File: config.mk
export PLATFORM = sky130hd
export DESIGN_NAME = sample_clock_delay_regs
export DESIGN_NICKNAME = d
export VERILOG_FILES = /design/src/logic/clk_delay_pkg.sv /design/src/logic/delay_limit.sv /design/src/logic/sample_clock_delay_regs.sv
export VERILOG_INCLUDE_DIRS = /design/src /design/src/logic
export SDC_FILE = /design/constraint.sdc
export NUM_CORES = 1
export LEC_CHECK = 0
export BUFFER_PORTS_ARGS = -buffer_cell sky130_fd_sc_hd__buf_2
export CORE_UTILIZATION = 35
export CTS_CLUSTER_DIAMETER = 60
export DETAILED_ROUTE_END_ITERATION = 12
export HOLD_SLACK_MARGIN = 0.02
export PLACE_DENSITY_LB_ADDON = 0.25
export SYNTH_ARGS = -nofsm -noshare
export SYNTH_HDL_FRONTEND = slang
export SYNTH_SLANG_ARGS = --single-unit
File: constraint.sdc
create_clock -name sys_clk_i -period 2.3 [get_ports sys_clk_i]
set_input_delay 0.46 -clock sys_clk_i [delete_from_list [all_inputs] [get_ports sys_clk_i]]
set_output_delay 0.46 -clock sys_clk_i [all_outputs]
set_load 0.02 [all_outputs]
File: src/logic/clk_delay_defs.svh
// Offsets, field positions, reset values and limits of the delay bank
// Assumes inclusion by bare name from the modules
//
// What this block does
// - A 4-bit read-only field reports the divider phase, in half cycles, held when the sync pulse was captured.
// - That phase field only carries meaning while the divider alignment enable input is high.
// - With alignment on and both skew windows zero, the phase field equals the low nibble of the phase offset input.
// - A 3-bit read-write delay mode field resets to zero, and zero means no delay.
// - Mode 2 applies fine delay limited to 0 to 16 steps.
// - Modes 3 and 4 apply low-jitter fine delay limited to 0 to 16 steps.
// - Mode 6 allows fine delay up to 192 steps and super fine delay up to 128 steps.
// - An 8-bit super fine setting counts 0.25 ps steps from 0 up to 128.
// - The super fine setting applies only in modes 2 and 6.
// - An 8-bit fine setting counts 1.725 ps steps and resets to 192.
// - The fine setting applies only in modes 2, 3, 4 and 6.
`ifndef CLK_DELAY_DEFS_SVH
`define CLK_DELAY_DEFS_SVH

// ----------------------------------------
// Register offsets
// ----------------------------------------
`define OFS_PHASE_STATUS   12'h010B
`define OFS_DELAY_MODE     12'h0110
`define OFS_SUPER_FINE     12'h0111
`define OFS_FINE           12'h0112

// ----------------------------------------
// Fields and reset values
// ----------------------------------------
`define PHASE_MSB          3
`define MODE_MSB           2
`define RST_MODE           3'h0
`define RST_SUPER_FINE     8'h00
`define RST_FINE           8'hC0

// ----------------------------------------
// Range limits in steps
// ----------------------------------------
`define FINE_MAX_SHORT     8'h10
`define FINE_MAX_FULL      8'hC0
`define SUPER_FINE_MAX     8'h80

`endif

File: src/logic/clk_delay_pkg.sv
// Types shared by the delay register bank
// Assumes the defs header is on the include path
package clk_delay_pkg;
    typedef enum logic [2:0] {
        MODE_OFF      = 3'h0,
        MODE_FINE     = 3'h2,
        MODE_FINE_LJ  = 3'h3,
        MODE_FINE_LJ2 = 3'h4,
        MODE_FULL     = 3'h6
    } delay_mode_type;

    typedef struct packed {
        logic       fine_en;
        logic       low_jitter;
        logic       super_fine_en;
        logic [7:0] fine_steps;
        logic [7:0] super_fine_steps;
    } delay_ctrl_type;
endpackage

File: src/logic/delay_limit.sv
// Turns mode and stored settings into applied, clamped delay controls
// Assumes settings come straight from the register flops
module delay_limit
    import clk_delay_pkg::*;
(
    // Inputs
    input  wire logic [2:0]     mode_i,
    input  wire logic [7:0]     fine_i,
    input  wire logic [7:0]     super_fine_i,
    // Applied control
    output delay_ctrl_type      ctrl_o
);
`include "clk_delay_defs.svh"

    logic [7:0] fine_lim;

    always_comb begin
        ctrl_o   = '0;
        fine_lim = `FINE_MAX_FULL;
        case (mode_i)
            MODE_FINE: begin
                ctrl_o.fine_en       = 1'b1;
                ctrl_o.super_fine_en = 1'b1;
                fine_lim             = `FINE_MAX_SHORT;
            end
            MODE_FINE_LJ, MODE_FINE_LJ2: begin
                ctrl_o.fine_en    = 1'b1;
                ctrl_o.low_jitter = 1'b1;
                fine_lim          = `FINE_MAX_SHORT;
            end
            MODE_FULL: begin
                ctrl_o.fine_en       = 1'b1;
                ctrl_o.super_fine_en = 1'b1;
            end
            default: begin
                fine_lim = `FINE_MAX_FULL;
            end
        endcase
        // Clamp only the applied value, never the stored one
        if (ctrl_o.fine_en) begin
            ctrl_o.fine_steps = (fine_i > fine_lim) ? fine_lim
                                                    : fine_i;
        end
        if (ctrl_o.super_fine_en) begin
            ctrl_o.super_fine_steps = (super_fine_i > `SUPER_FINE_MAX)
                ? `SUPER_FINE_MAX : super_fine_i;
        end
    end
endmodule

File: src/logic/sample_clock_delay_regs.sv
// Register bank for sample clock delay and divider phase status
// Assumes phase inputs are synchronous to sys_clk_i; align and skew
// controls come from the neighbouring sync control register
//
// The plain strobed port was decided locally.
module sample_clock_delay_regs
    import clk_delay_pkg::*;
(
    // Clock and reset
    input  wire logic           sys_clk_i,
    input  wire logic           rst_i,
    // Register port
    input  wire logic [11:0]    reg_addr_i,
    input  wire logic [7:0]     reg_wdata_i,
    input  wire logic           reg_wr_i,
    input  wire logic           reg_rd_i,
    output logic [7:0]          reg_rdata_o,
    // Divider phase sources
    input  wire logic           align_en_i,
    input  wire logic [1:0]     neg_skew_i,
    input  wire logic [1:0]     pos_skew_i,
    input  wire logic [3:0]     captured_phase_i,
    input  wire logic [3:0]     phase_offset_i,
    // Applied delay control
    output delay_ctrl_type      delay_ctrl_o
);
`include "clk_delay_defs.svh"

    // ----------------------------------------
    // Storage
    // ----------------------------------------
    logic [2:0]     mode_r;
    logic [7:0]     super_fine_r;
    logic [7:0]     fine_r;
    logic [3:0]     phase_r;
    logic [3:0]     phase_nxt;
    logic [7:0]     rdata_nxt;
    delay_ctrl_type ctrl_nxt;

    always_ff @(posedge sys_clk_i) begin
        if (rst_i) begin
            mode_r <= `RST_MODE;
        end else if (reg_wr_i && reg_addr_i == `OFS_DELAY_MODE) begin
            mode_r <= reg_wdata_i[`MODE_MSB:0];
        end
    end

    always_ff @(posedge sys_clk_i) begin
        if (rst_i) begin
            super_fine_r <= `RST_SUPER_FINE;
        end else if (reg_wr_i && reg_addr_i == `OFS_SUPER_FINE) begin
            super_fine_r <= reg_wdata_i;
        end
    end

    always_ff @(posedge sys_clk_i) begin
        if (rst_i) begin
            fine_r <= `RST_FINE;
        end else if (reg_wr_i && reg_addr_i == `OFS_FINE) begin
            fine_r <= reg_wdata_i;
        end
    end

    // ----------------------------------------
    // Divider phase status
    // ----------------------------------------
    always_comb begin
        phase_nxt = '0;
        if (align_en_i) begin
            if (neg_skew_i == 2'h0 && pos_skew_i == 2'h0) begin
                phase_nxt = phase_offset_i;
            end else begin
                phase_nxt = captured_phase_i;
            end
        end
    end

    always_ff @(posedge sys_clk_i) begin
        if (rst_i) begin
            phase_r <= 4'h0;
        end else begin
            phase_r <= phase_nxt;
        end
    end

    // ----------------------------------------
    // Read path
    // ----------------------------------------
    always_comb begin
        case (reg_addr_i)
            `OFS_PHASE_STATUS: rdata_nxt = {4'h0, phase_r};
            `OFS_DELAY_MODE:   rdata_nxt = {5'h00, mode_r};
            `OFS_SUPER_FINE:   rdata_nxt = super_fine_r;
            `OFS_FINE:         rdata_nxt = fine_r;
            default:           rdata_nxt = 8'h00;
        endcase
    end

    always_ff @(posedge sys_clk_i) begin
        if (rst_i) begin
            reg_rdata_o <= 8'h00;
        end else if (reg_rd_i) begin
            reg_rdata_o <= rdata_nxt;
        end else begin
            reg_rdata_o <= 8'h00;
        end
    end

    // ----------------------------------------
    // Applied delay control
    // ----------------------------------------
    delay_limit u_limit (
        .mode_i       (mode_r),
        .fine_i       (fine_r),
        .super_fine_i (super_fine_r),
        .ctrl_o       (ctrl_nxt)
    );

    always_ff @(posedge sys_clk_i) begin
        if (rst_i) begin
            delay_ctrl_o <= '0;
        end else begin
            delay_ctrl_o <= ctrl_nxt;
        end
    end
endmodule

==> After elaboration in Yosys (flattened, before gate mapping) <==
Index checks and enable logic that the tools add are counted.
{ "word_totals": {"ff_bits": 50, "inputBits": 37, "output_inout_bits": 27, "elab_cells": 48} }
{ "classes": {"order_cmp": 2, "n_eq_ne": 8, "n_mux": 8, "bitwise": 4, "n_reduce_logical": 15} }
{ "ops": {"columns": ["cell", "count"], "rows": [
  ["12-bit by 9-bit equality test with 1-bit output, second input constant", 4],
  ["8-bit case mux with 4 select lines", 1],
  ["8-bit two-way mux", 3],
  ["2-bit OR reduction", 6],
  ["8-bit greater-than comparator", 1],
  ["8-bit greater-than comparator, second input constant", 1],
  ["3-bit by 2-bit equality test with 1-bit output, second input constant", 2],
  ["3-bit equality test, second input constant", 2],
  ["3-bit OR reduction", 2],
  ["1-bit logical AND", 4],
  ["2-bit logical NOT", 2],
  ["4-bit two-way mux", 1],
  ["1-bit inverter", 4],
  ["4-bit OR reduction", 1],
  ["1-bit two-way mux", 3]
]} }

==> Depth between registers and ports, before layout <==
Gate-level depths: netlist (run 1).
{ "logic_depth": {"depth_word": 5, "mapped_depth": 7, "mapped_depth_nobuf": 7} }

==> Hierarchy <==
A second synthesis (run 1) with hierarchy kept.
{ "unflattened": {"hier_cells": 211, "hier_area_um2": 2127.0} }
{ "by_module_without_submodules": {"columns": ["module", "instances", "cells_each", "area_each_um2"], "rows": [
  ["sample_clock_delay_regs", 1, 173, 1835.5],
  ["delay_limit", 1, 38, 291.5]
]} }

==> Worst setup path before layout (run 1) <==
OpenSTA, ideal clock, no wires.
{ "synth_path": {"path_type": "reg2reg", "from": "register mode_r[0]", "to": "register delay_ctrl_o[14] (netlist bit)", "setup_ps": 117, "arrival_ps": 1778, "required_ps": 2183, "path_slack_ps": 405, "stages_incl_launch_ff": 8, "path_buffers": 0, "cell_sequence": "dfxtp_1 nand2b_1 o21ai_0 ha_1 a21oi_1 o21ai_0 and2_1 a22o_1"} }
{ "synth_via": {"elab_chain_len": 5} }
{ "synth_rtl": {"columns": ["item", "line", "source"], "rows": [
  ["from (decl)", "sample_clock_delay_regs.sv:32", "logic [2:0] mode_r;"],
  ["from (signal assigned)", "sample_clock_delay_regs.sv:42", "mode_r <= `RST_MODE;"],
  ["from (signal assigned)", "sample_clock_delay_regs.sv:44", "mode_r <= reg_wdata_i[`MODE_MSB:0];"],
  ["3-bit by 2-bit equality test with 1-bit output / 3-bit equality test (equally long branches)", "delay_limit.sv:20", "case (mode_i)"],
  ["3-bit OR reduction (no source line) / 4-bit OR reduction (equally long branches)", null, null],
  ["8-bit two-way mux / 1-bit two-way mux (equally long branches)", "delay_limit.sv:20", null],
  ["8-bit greater-than comparator / 1-bit inverter (equally long branches)", null, null],
  ["8-bit two-way mux / 2-bit OR reduction (equally long branches)", null, null],
  ["to (signal assigned)", "sample_clock_delay_regs.sv:123", "delay_ctrl_o <= ctrl_nxt;"],
  ["to (decl)", "sample_clock_delay_regs.sv:25", "output delay_ctrl_type delay_ctrl_o"]
]} }
Parallel ways exist; a longest one is shown, timed or not.
A chain may end at the register's enable or synchronous reset.

==> Final worst setup path (run 1) <==
{ "layout_path": {"from": "register mode_r[2]", "to": "register delay_ctrl_o[14] (netlist bit)"} }
The elaborated chain is that of the path after synthesis.

==> summary.txt, run 1 <==
outcome: finished, final reports clean
initial core utilization: 0.373
clock sink total: 50
first-pass GRT wire length: 6500 µm
GRT Overall Usage: 0.143
YS warnings: 0
# Max-Cap Violations: 0
Worst Max-Slew Pin Slew: 0.447 ns
unrepaired setup endpoints after global routing: false
largest cells by area after synthesis: dfxtp_1, mux2i_1, nor2_1
I/O Buffers: 63
Post-synth ARST share: 0
nets: 290
power density cells: 580 nW/µm²
Final Cycle Share: 0.849
most frequent cells in the layout: buf_2, dfxtp_1, nor2_1
core area: 5270 µm²
worst vdd ir: 210 µV
Max Slew Vio Count: 0
drt initial violations: 56
CP required: 2.49 ns
area of the mapped netlist: 1970 µm²
Vias: 1545
Hold Path Cell Cnt: 2
initial antenna violation count: 0
Via density: 4.83
leakage: 1.22 nW
Seq cells post-synth: 50
RR Endpoint: delay_ctrl_o[14]
Reg-to-Reg Start: mode_r[2]
per-cell routed wire length: 12.7 µm
# DRC: 0
Core Rows: 26
crit path max fanout: 7
Peak Freq: 512 MHz
Overflow after GRT: 0
Final Hold Vio Count: 0
setup ws final: 0.346 ns
dpl hpwl: 3130 µm
Hold Buf Count CTS: 0
EDFF count, synth: 0
I/O pins: 64
Most used DFF post-synth: dfxtp_1
register area share after synthesis: 0.509
ANT cells: 0
fraction of layout cells with a size suffix above 1: 0.336
clock buffer depth: 2
Worst-path clk slew: 0.08 ns
global placer's final weighted congestion: 0.773
Setup Skew: 0.00384 ns
R2R Setup Slk: 0.35 ns
largest net degree at the start of global routing: 21
crit path capture type: flop
CP startpoint kind: flop
H-tree depth: 2
die height: 76.9 µm
fillers: 550
Root Buffer Master: clkbuf_8
Pwr Total: 1.41 mW
Area growth syn-to-layout: 23.8%
Mean Syn Cell Area: 10.8 µm²
Yosys top cell area share: 0.509
Synth area leader: dfxtp_1
Syn Inst Count: 182
TritonCTS buffer count: 5
final wirelength: 4050 µm
number of global-route vias before repair: 1410
Hold/Removal Path Class: in -> reg
die footprint: 5920 µm²
DRT Pass-1 Iters: 4
dpl ws: 0.360 ns
postcts setup bufs: 0
Post-DRT Antenna Nets: 0
Slew headroom: 0.702
Die Wd: 76.9 µm
Clock Latency Late Sink: 0.29 ns
Final Setup Violations: 0
Syn Nets: 222
Tmin final: 1.95 ns
commonest non-fill, non-tap cell in the layout: buf_2
worst r2r path cells: 8
worst hold endpoint: delay_ctrl_o[16]
TritonCTS clock tree: done
CP Class: reg -> reg
Hold Startpoint: rst_i
PostCTS Resize Cnt: 0
CP arrival: 2.14 ns
setup TNS: 0 ns
Netlist cell types: 35
## cells by family (layout without fill, tap and decap cells)
family                     count (synthesis)  after routing  share of synthesized area
and+or+nand+nor                           73             73                      0.227
muxes                                     26             26                      0.134
AOI/OAI and AO/OA                         22             22                     0.0891
adders and majority gates                  3              3                     0.0191
DFF                                       50             50                      0.509
buffers and inverters                      8             76                     0.0210
## worst max-delay path: stages, from the launching register on
cell and delay [ns]:
dfxtp_1 0.38, nand2b_1 0.16, o21ai_0 0.09, buf_4 0.16
ha_1 0.30, nand2_1 0.05, o21ai_0 0.28, a21oi_2 0.16
a22o_1 0.26
## metrics by stage
step | utilization | hold WS [ns] | instance area [µm²] | instances
finish | 0.462 | 0.384 | 2430 | 320
global route | 0.462 | 0.385 | 2430 | 320
CTS | 0.462 | 0.384 | 2430 | 320
detailed placement | 0.447 | 0.470 | 2360 | 313
global placement | 0.447 | 0.478 | 2360 | 313
floorplan | - | 0.444 | 1970 | 182
## state kept, by name (all words and copies together), names as in the netlist
signal and count:
super_fine_r 8, delay_ctrl_o 19, reg_rdata_o 8, phase_r 4, mode_r 3, fine_r 8
## power by group
part | internal, mW | leakage (nW) | switching, mW | total, mW
sequential | 0.868 | 0.403 | 0.00112 | 0.869
clock | 0.210 | 0.0383 | 0.259 | 0.469
combinational | 0.0348 | 0.776 | 0.0392 | 0.0740
total | 1.11 | 1.22 | 0.300 | 1.41
## layout make-up
cell class / instances / area, µm² / area share
multi-input cells: 124 / 923 / 0.379
well taps: 70 / 87.6 / 0.0360
clock buffers: 7 / 76.3 / 0.0314
inverters: 4 / 15.0 / 0.00617
repair buffers: 65 / 330 / 0.136
flip-flops and latches: 50 / 1000 / 0.411
## cell usage after synthesis, types with 3 or more instances
cell	number
a21oi_1	6
a22oi_1	3
a32oi_1	4
and2_1	14
dfxtp_1	50
ha_1	3
inv_1	4
mux2_2	3
mux2i_1	23
nand2_1	7
nand2b_1	3
nand4_1	3
nor2_1	30
nor2b_1	3
## routing by layer
| metal | global-route usage | up-vias | share of wire |
|---|---|---|---|
| met2 | 0.238 | 64 | 0.45 |
| met5 | 0 | - | 0 |
| met3 | 0.0405 | 6 | 0.065 |
| li1 | - | 778 | - |
| met1 | 0.178 | 697 | 0.48 |
| met4 | 0.0404 | 0 | 0.0094 |
## how the worst max path moves through the flow
stage | start | end
after floorplan | mode_r[0] | delay_ctrl_o[14]
after global routing | mode_r[2] | delay_ctrl_o[14]
after detailed placement | mode_r[2] | delay_ctrl_o[14]
final | mode_r[2] | delay_ctrl_o[14]
after global placement | mode_r[2] | delay_ctrl_o[14]
after CTS | mode_r[2] | delay_ctrl_o[14]
(Power assumes the default switching activity.)
==> run 2, diff against run 1 <==
==> constraint.sdc (replaced) <==
create_clock -name sys_clk_i -period 1.8 [get_ports sys_clk_i]
set_input_delay 0.36 -clock sys_clk_i [delete_from_list [all_inputs] [get_ports sys_clk_i]]
set_output_delay 0.36 -clock sys_clk_i [all_outputs]
set_load 0.02 [all_outputs]
==> run 2 against run 1 <==
  * Sequential cell count stayed put
  * Worst setup slack worse by 0.32 ns
  * First-iteration DRC count is 3.6% higher
  * Largest power group unchanged
  * Final area is 8.8% higher
  * Critical path type unchanged
==> summary.txt, run 2 (synthesis gave the netlist of run 1 again) <==
outcome: finished, final reports clean
crit path max fanout: 3 (-4)
Pwr Total: 1.97 mW (+39%)
placed cells: 321 (+2.6%)
Largest Register: delay_ctrl_o
Reg-to-Reg Start: mode_r[2]
setup ws final: 0.0267 ns (-0.319 ns)
Clock Latency Late Sink: 0.29 ns (about the same)
Slew headroom: 0.744 (+0.0428)
Final Cell Area: 2650 µm² (+8.8%)
TritonCTS clock tree: done
initial antenna violation count: 0 (unchanged)
crit path capture type: flop
drt initial violations: 58 (+3.6%)
nets: 302 (+4.1%)
clock buffer depth: 2 (unchanged)
setup TNS: 0 ns (unchanged)
Setup Skew: 0.00705 ns (+0.00321 ns)
final core occ: 0.502 (+0.0406)
post-route insts no fill: 333 (+4.1%)
R2R Setup Slk: 0.03 ns (-0.32 ns)
Max Slew Vio Count: 0 (unchanged)
Tmin final: 1.77 ns (-0.181 ns)
Final Hold Vio Count: 0 (unchanged)
Worst Max-Slew Pin Slew: 0.380 ns (-0.0661 ns)
power density cells: 742 nW/µm² (+28%)
Worst Setup SP: mode_r[2]
CP max stage delay: 0.38 ns (about the same)
Final Setup Violations: 0 (unchanged)
Hold/Removal Path Class: in -> reg
dpl hpwl: 3200 µm (+2.2%)
Via density: 4.66 (-3.5%)
TritonCTS buffer count: 5 (unchanged)
largest net degree at the start of global routing: 16 (-24%)
CP Class: reg -> reg
CP startpoint kind: flop
core area: 5270 µm² (unchanged)
# Max-Cap Violations: 0 (unchanged)
initial core utilization: 0.373 (unchanged)
fraction of layout cells with a size suffix above 1: 0.411 (+0.0746)
Worst-path clk slew: 0.09 ns (about the same)
worst hold endpoint: phase_r[1]
# DRC: 0 (unchanged)
Overflow after GRT: 0 (unchanged)
Area growth syn-to-layout: 34.7%
CP Buf/Inv Count: 0 (-1)
Die Wd: 76.9 µm (unchanged)
GRT Overall Usage: 0.149 (+0.00625)
Peak Freq: 564 MHz (+10%)
die footprint: 5920 µm² (unchanged)
delay-heaviest family, CP: simple AND/OR/NAND/NOR gates
per-cell routed wire length: 12.7 µm (+0.13%)
most frequent cells in the layout: buf_2, dfxtp_1, nor2_1
final wirelength: 4220 µm (+4.2%)
worst vdd ir: 270 µV (+29%)
H-tree depth: 2 (unchanged)
worst hold slack: 0.290 ns (-0.0944 ns)
Hold Startpoint: captured_phase_i[1]
DRT Pass-1 Iters: 4 (unchanged)
number of global-route vias before repair: 1506 (+6.8%)
commonest non-fill, non-tap cell in the layout: buf_2
Post-DRT Antenna Nets: 0 (unchanged)
I/O pins: 64 (unchanged)
CP arrival: 1.97 ns (-0.17 ns)
clock sink total: 50 (unchanged)
CP required: 1.99 ns (-0.50 ns)
Final Cycle Share: 0.985 (+0.136)
first-pass GRT wire length: 6860 µm (+5.5%)
slowest cell on the critical path: dfxtp_2
I/O Buffers: 63 (unchanged)
critical-path cell list: nand2b_4 -> o21ai_4 -> ha_4 -> nor2b_4 -> nand4_1 -> and2_4 -> o31ai_1
global placer's final weighted congestion: 0.760 (-1.6%)
dpl cell area: 2430 µm² (+3.1%)
die height: 76.9 µm (unchanged)
ANT cells: 0 (unchanged)
Root Buffer Master: clkbuf_8
worst r2r path cells: 7 (-1)
leakage: 1.32 nW (+8.6%)
RR Endpoint: delay_ctrl_o[12]
Core Rows: 26 (unchanged)
Vias: 1552 (+0.45%)
Largest register FFs: 19 (unchanged)
dpl ws: -0.0648 ns (-0.425 ns)
Hold Path Cell Cnt: 3 (+1)
-- run 2: cell type report --
cell class | count | area, µm²
clock buffers | 6 | 72.6
clock inverters | 2 | 37.5
well taps | 70 | 87.6
flip-flops and latches | 50 | 1000
inverters | 4 | 15.0
repair buffers | 77 | 433
fillers | 524 | 2620
multi-input cells | 124 | 1000
-- run 2: how the worst max path moves through the flow --
stage	slack (ns)	cells past startpoint	to
2_1_floorplan	0.03	7	delay_ctrl_o[14]
3_3_place_gp	-0.001	7	delay_ctrl_o[14]
3_5_place_dp	-0.06	7	delay_ctrl_o[15]
4_1_cts	0.0001	7	delay_ctrl_o[14]
5_1_grt	-0.05	7	delay_ctrl_o[12]
6_report	0.03	7	delay_ctrl_o[12]
-- run 2: per-layer routing --
metal,track usage,part of all wire,routed length [µm],vias up
met2,0.258,0.48,2010,63
met4,0.0404,0.0073,31,0
li1,-,-,-,802
met3,0.0381,0.068,289,5
met5,0,0,0,-
met1,0.181,0.45,1890,682
-- run 2: repair_timing --
item                       4_1_cts  5_1_grt
hold buffers                     0        0
resized for setup                4       10
buffers inserted                 1        3
pin swaps                        2        5
hold endpoints to repair         0        0
setup endpoints to repair        8        8
gates cloned                     0        0
-- run 2: report_power, final --
part	total [mW]	switching (mW)	internal, mW
registers	1.11	0.00108	1.11
clock network	0.760	0.346	0.414
logic	0.0955	0.0501	0.0454
-- run 2: worst min-delay path, cell delays in order --
cell and delay, ns:
buf_2 0.07, mux2i_1 0.05, nor2_1 0.07
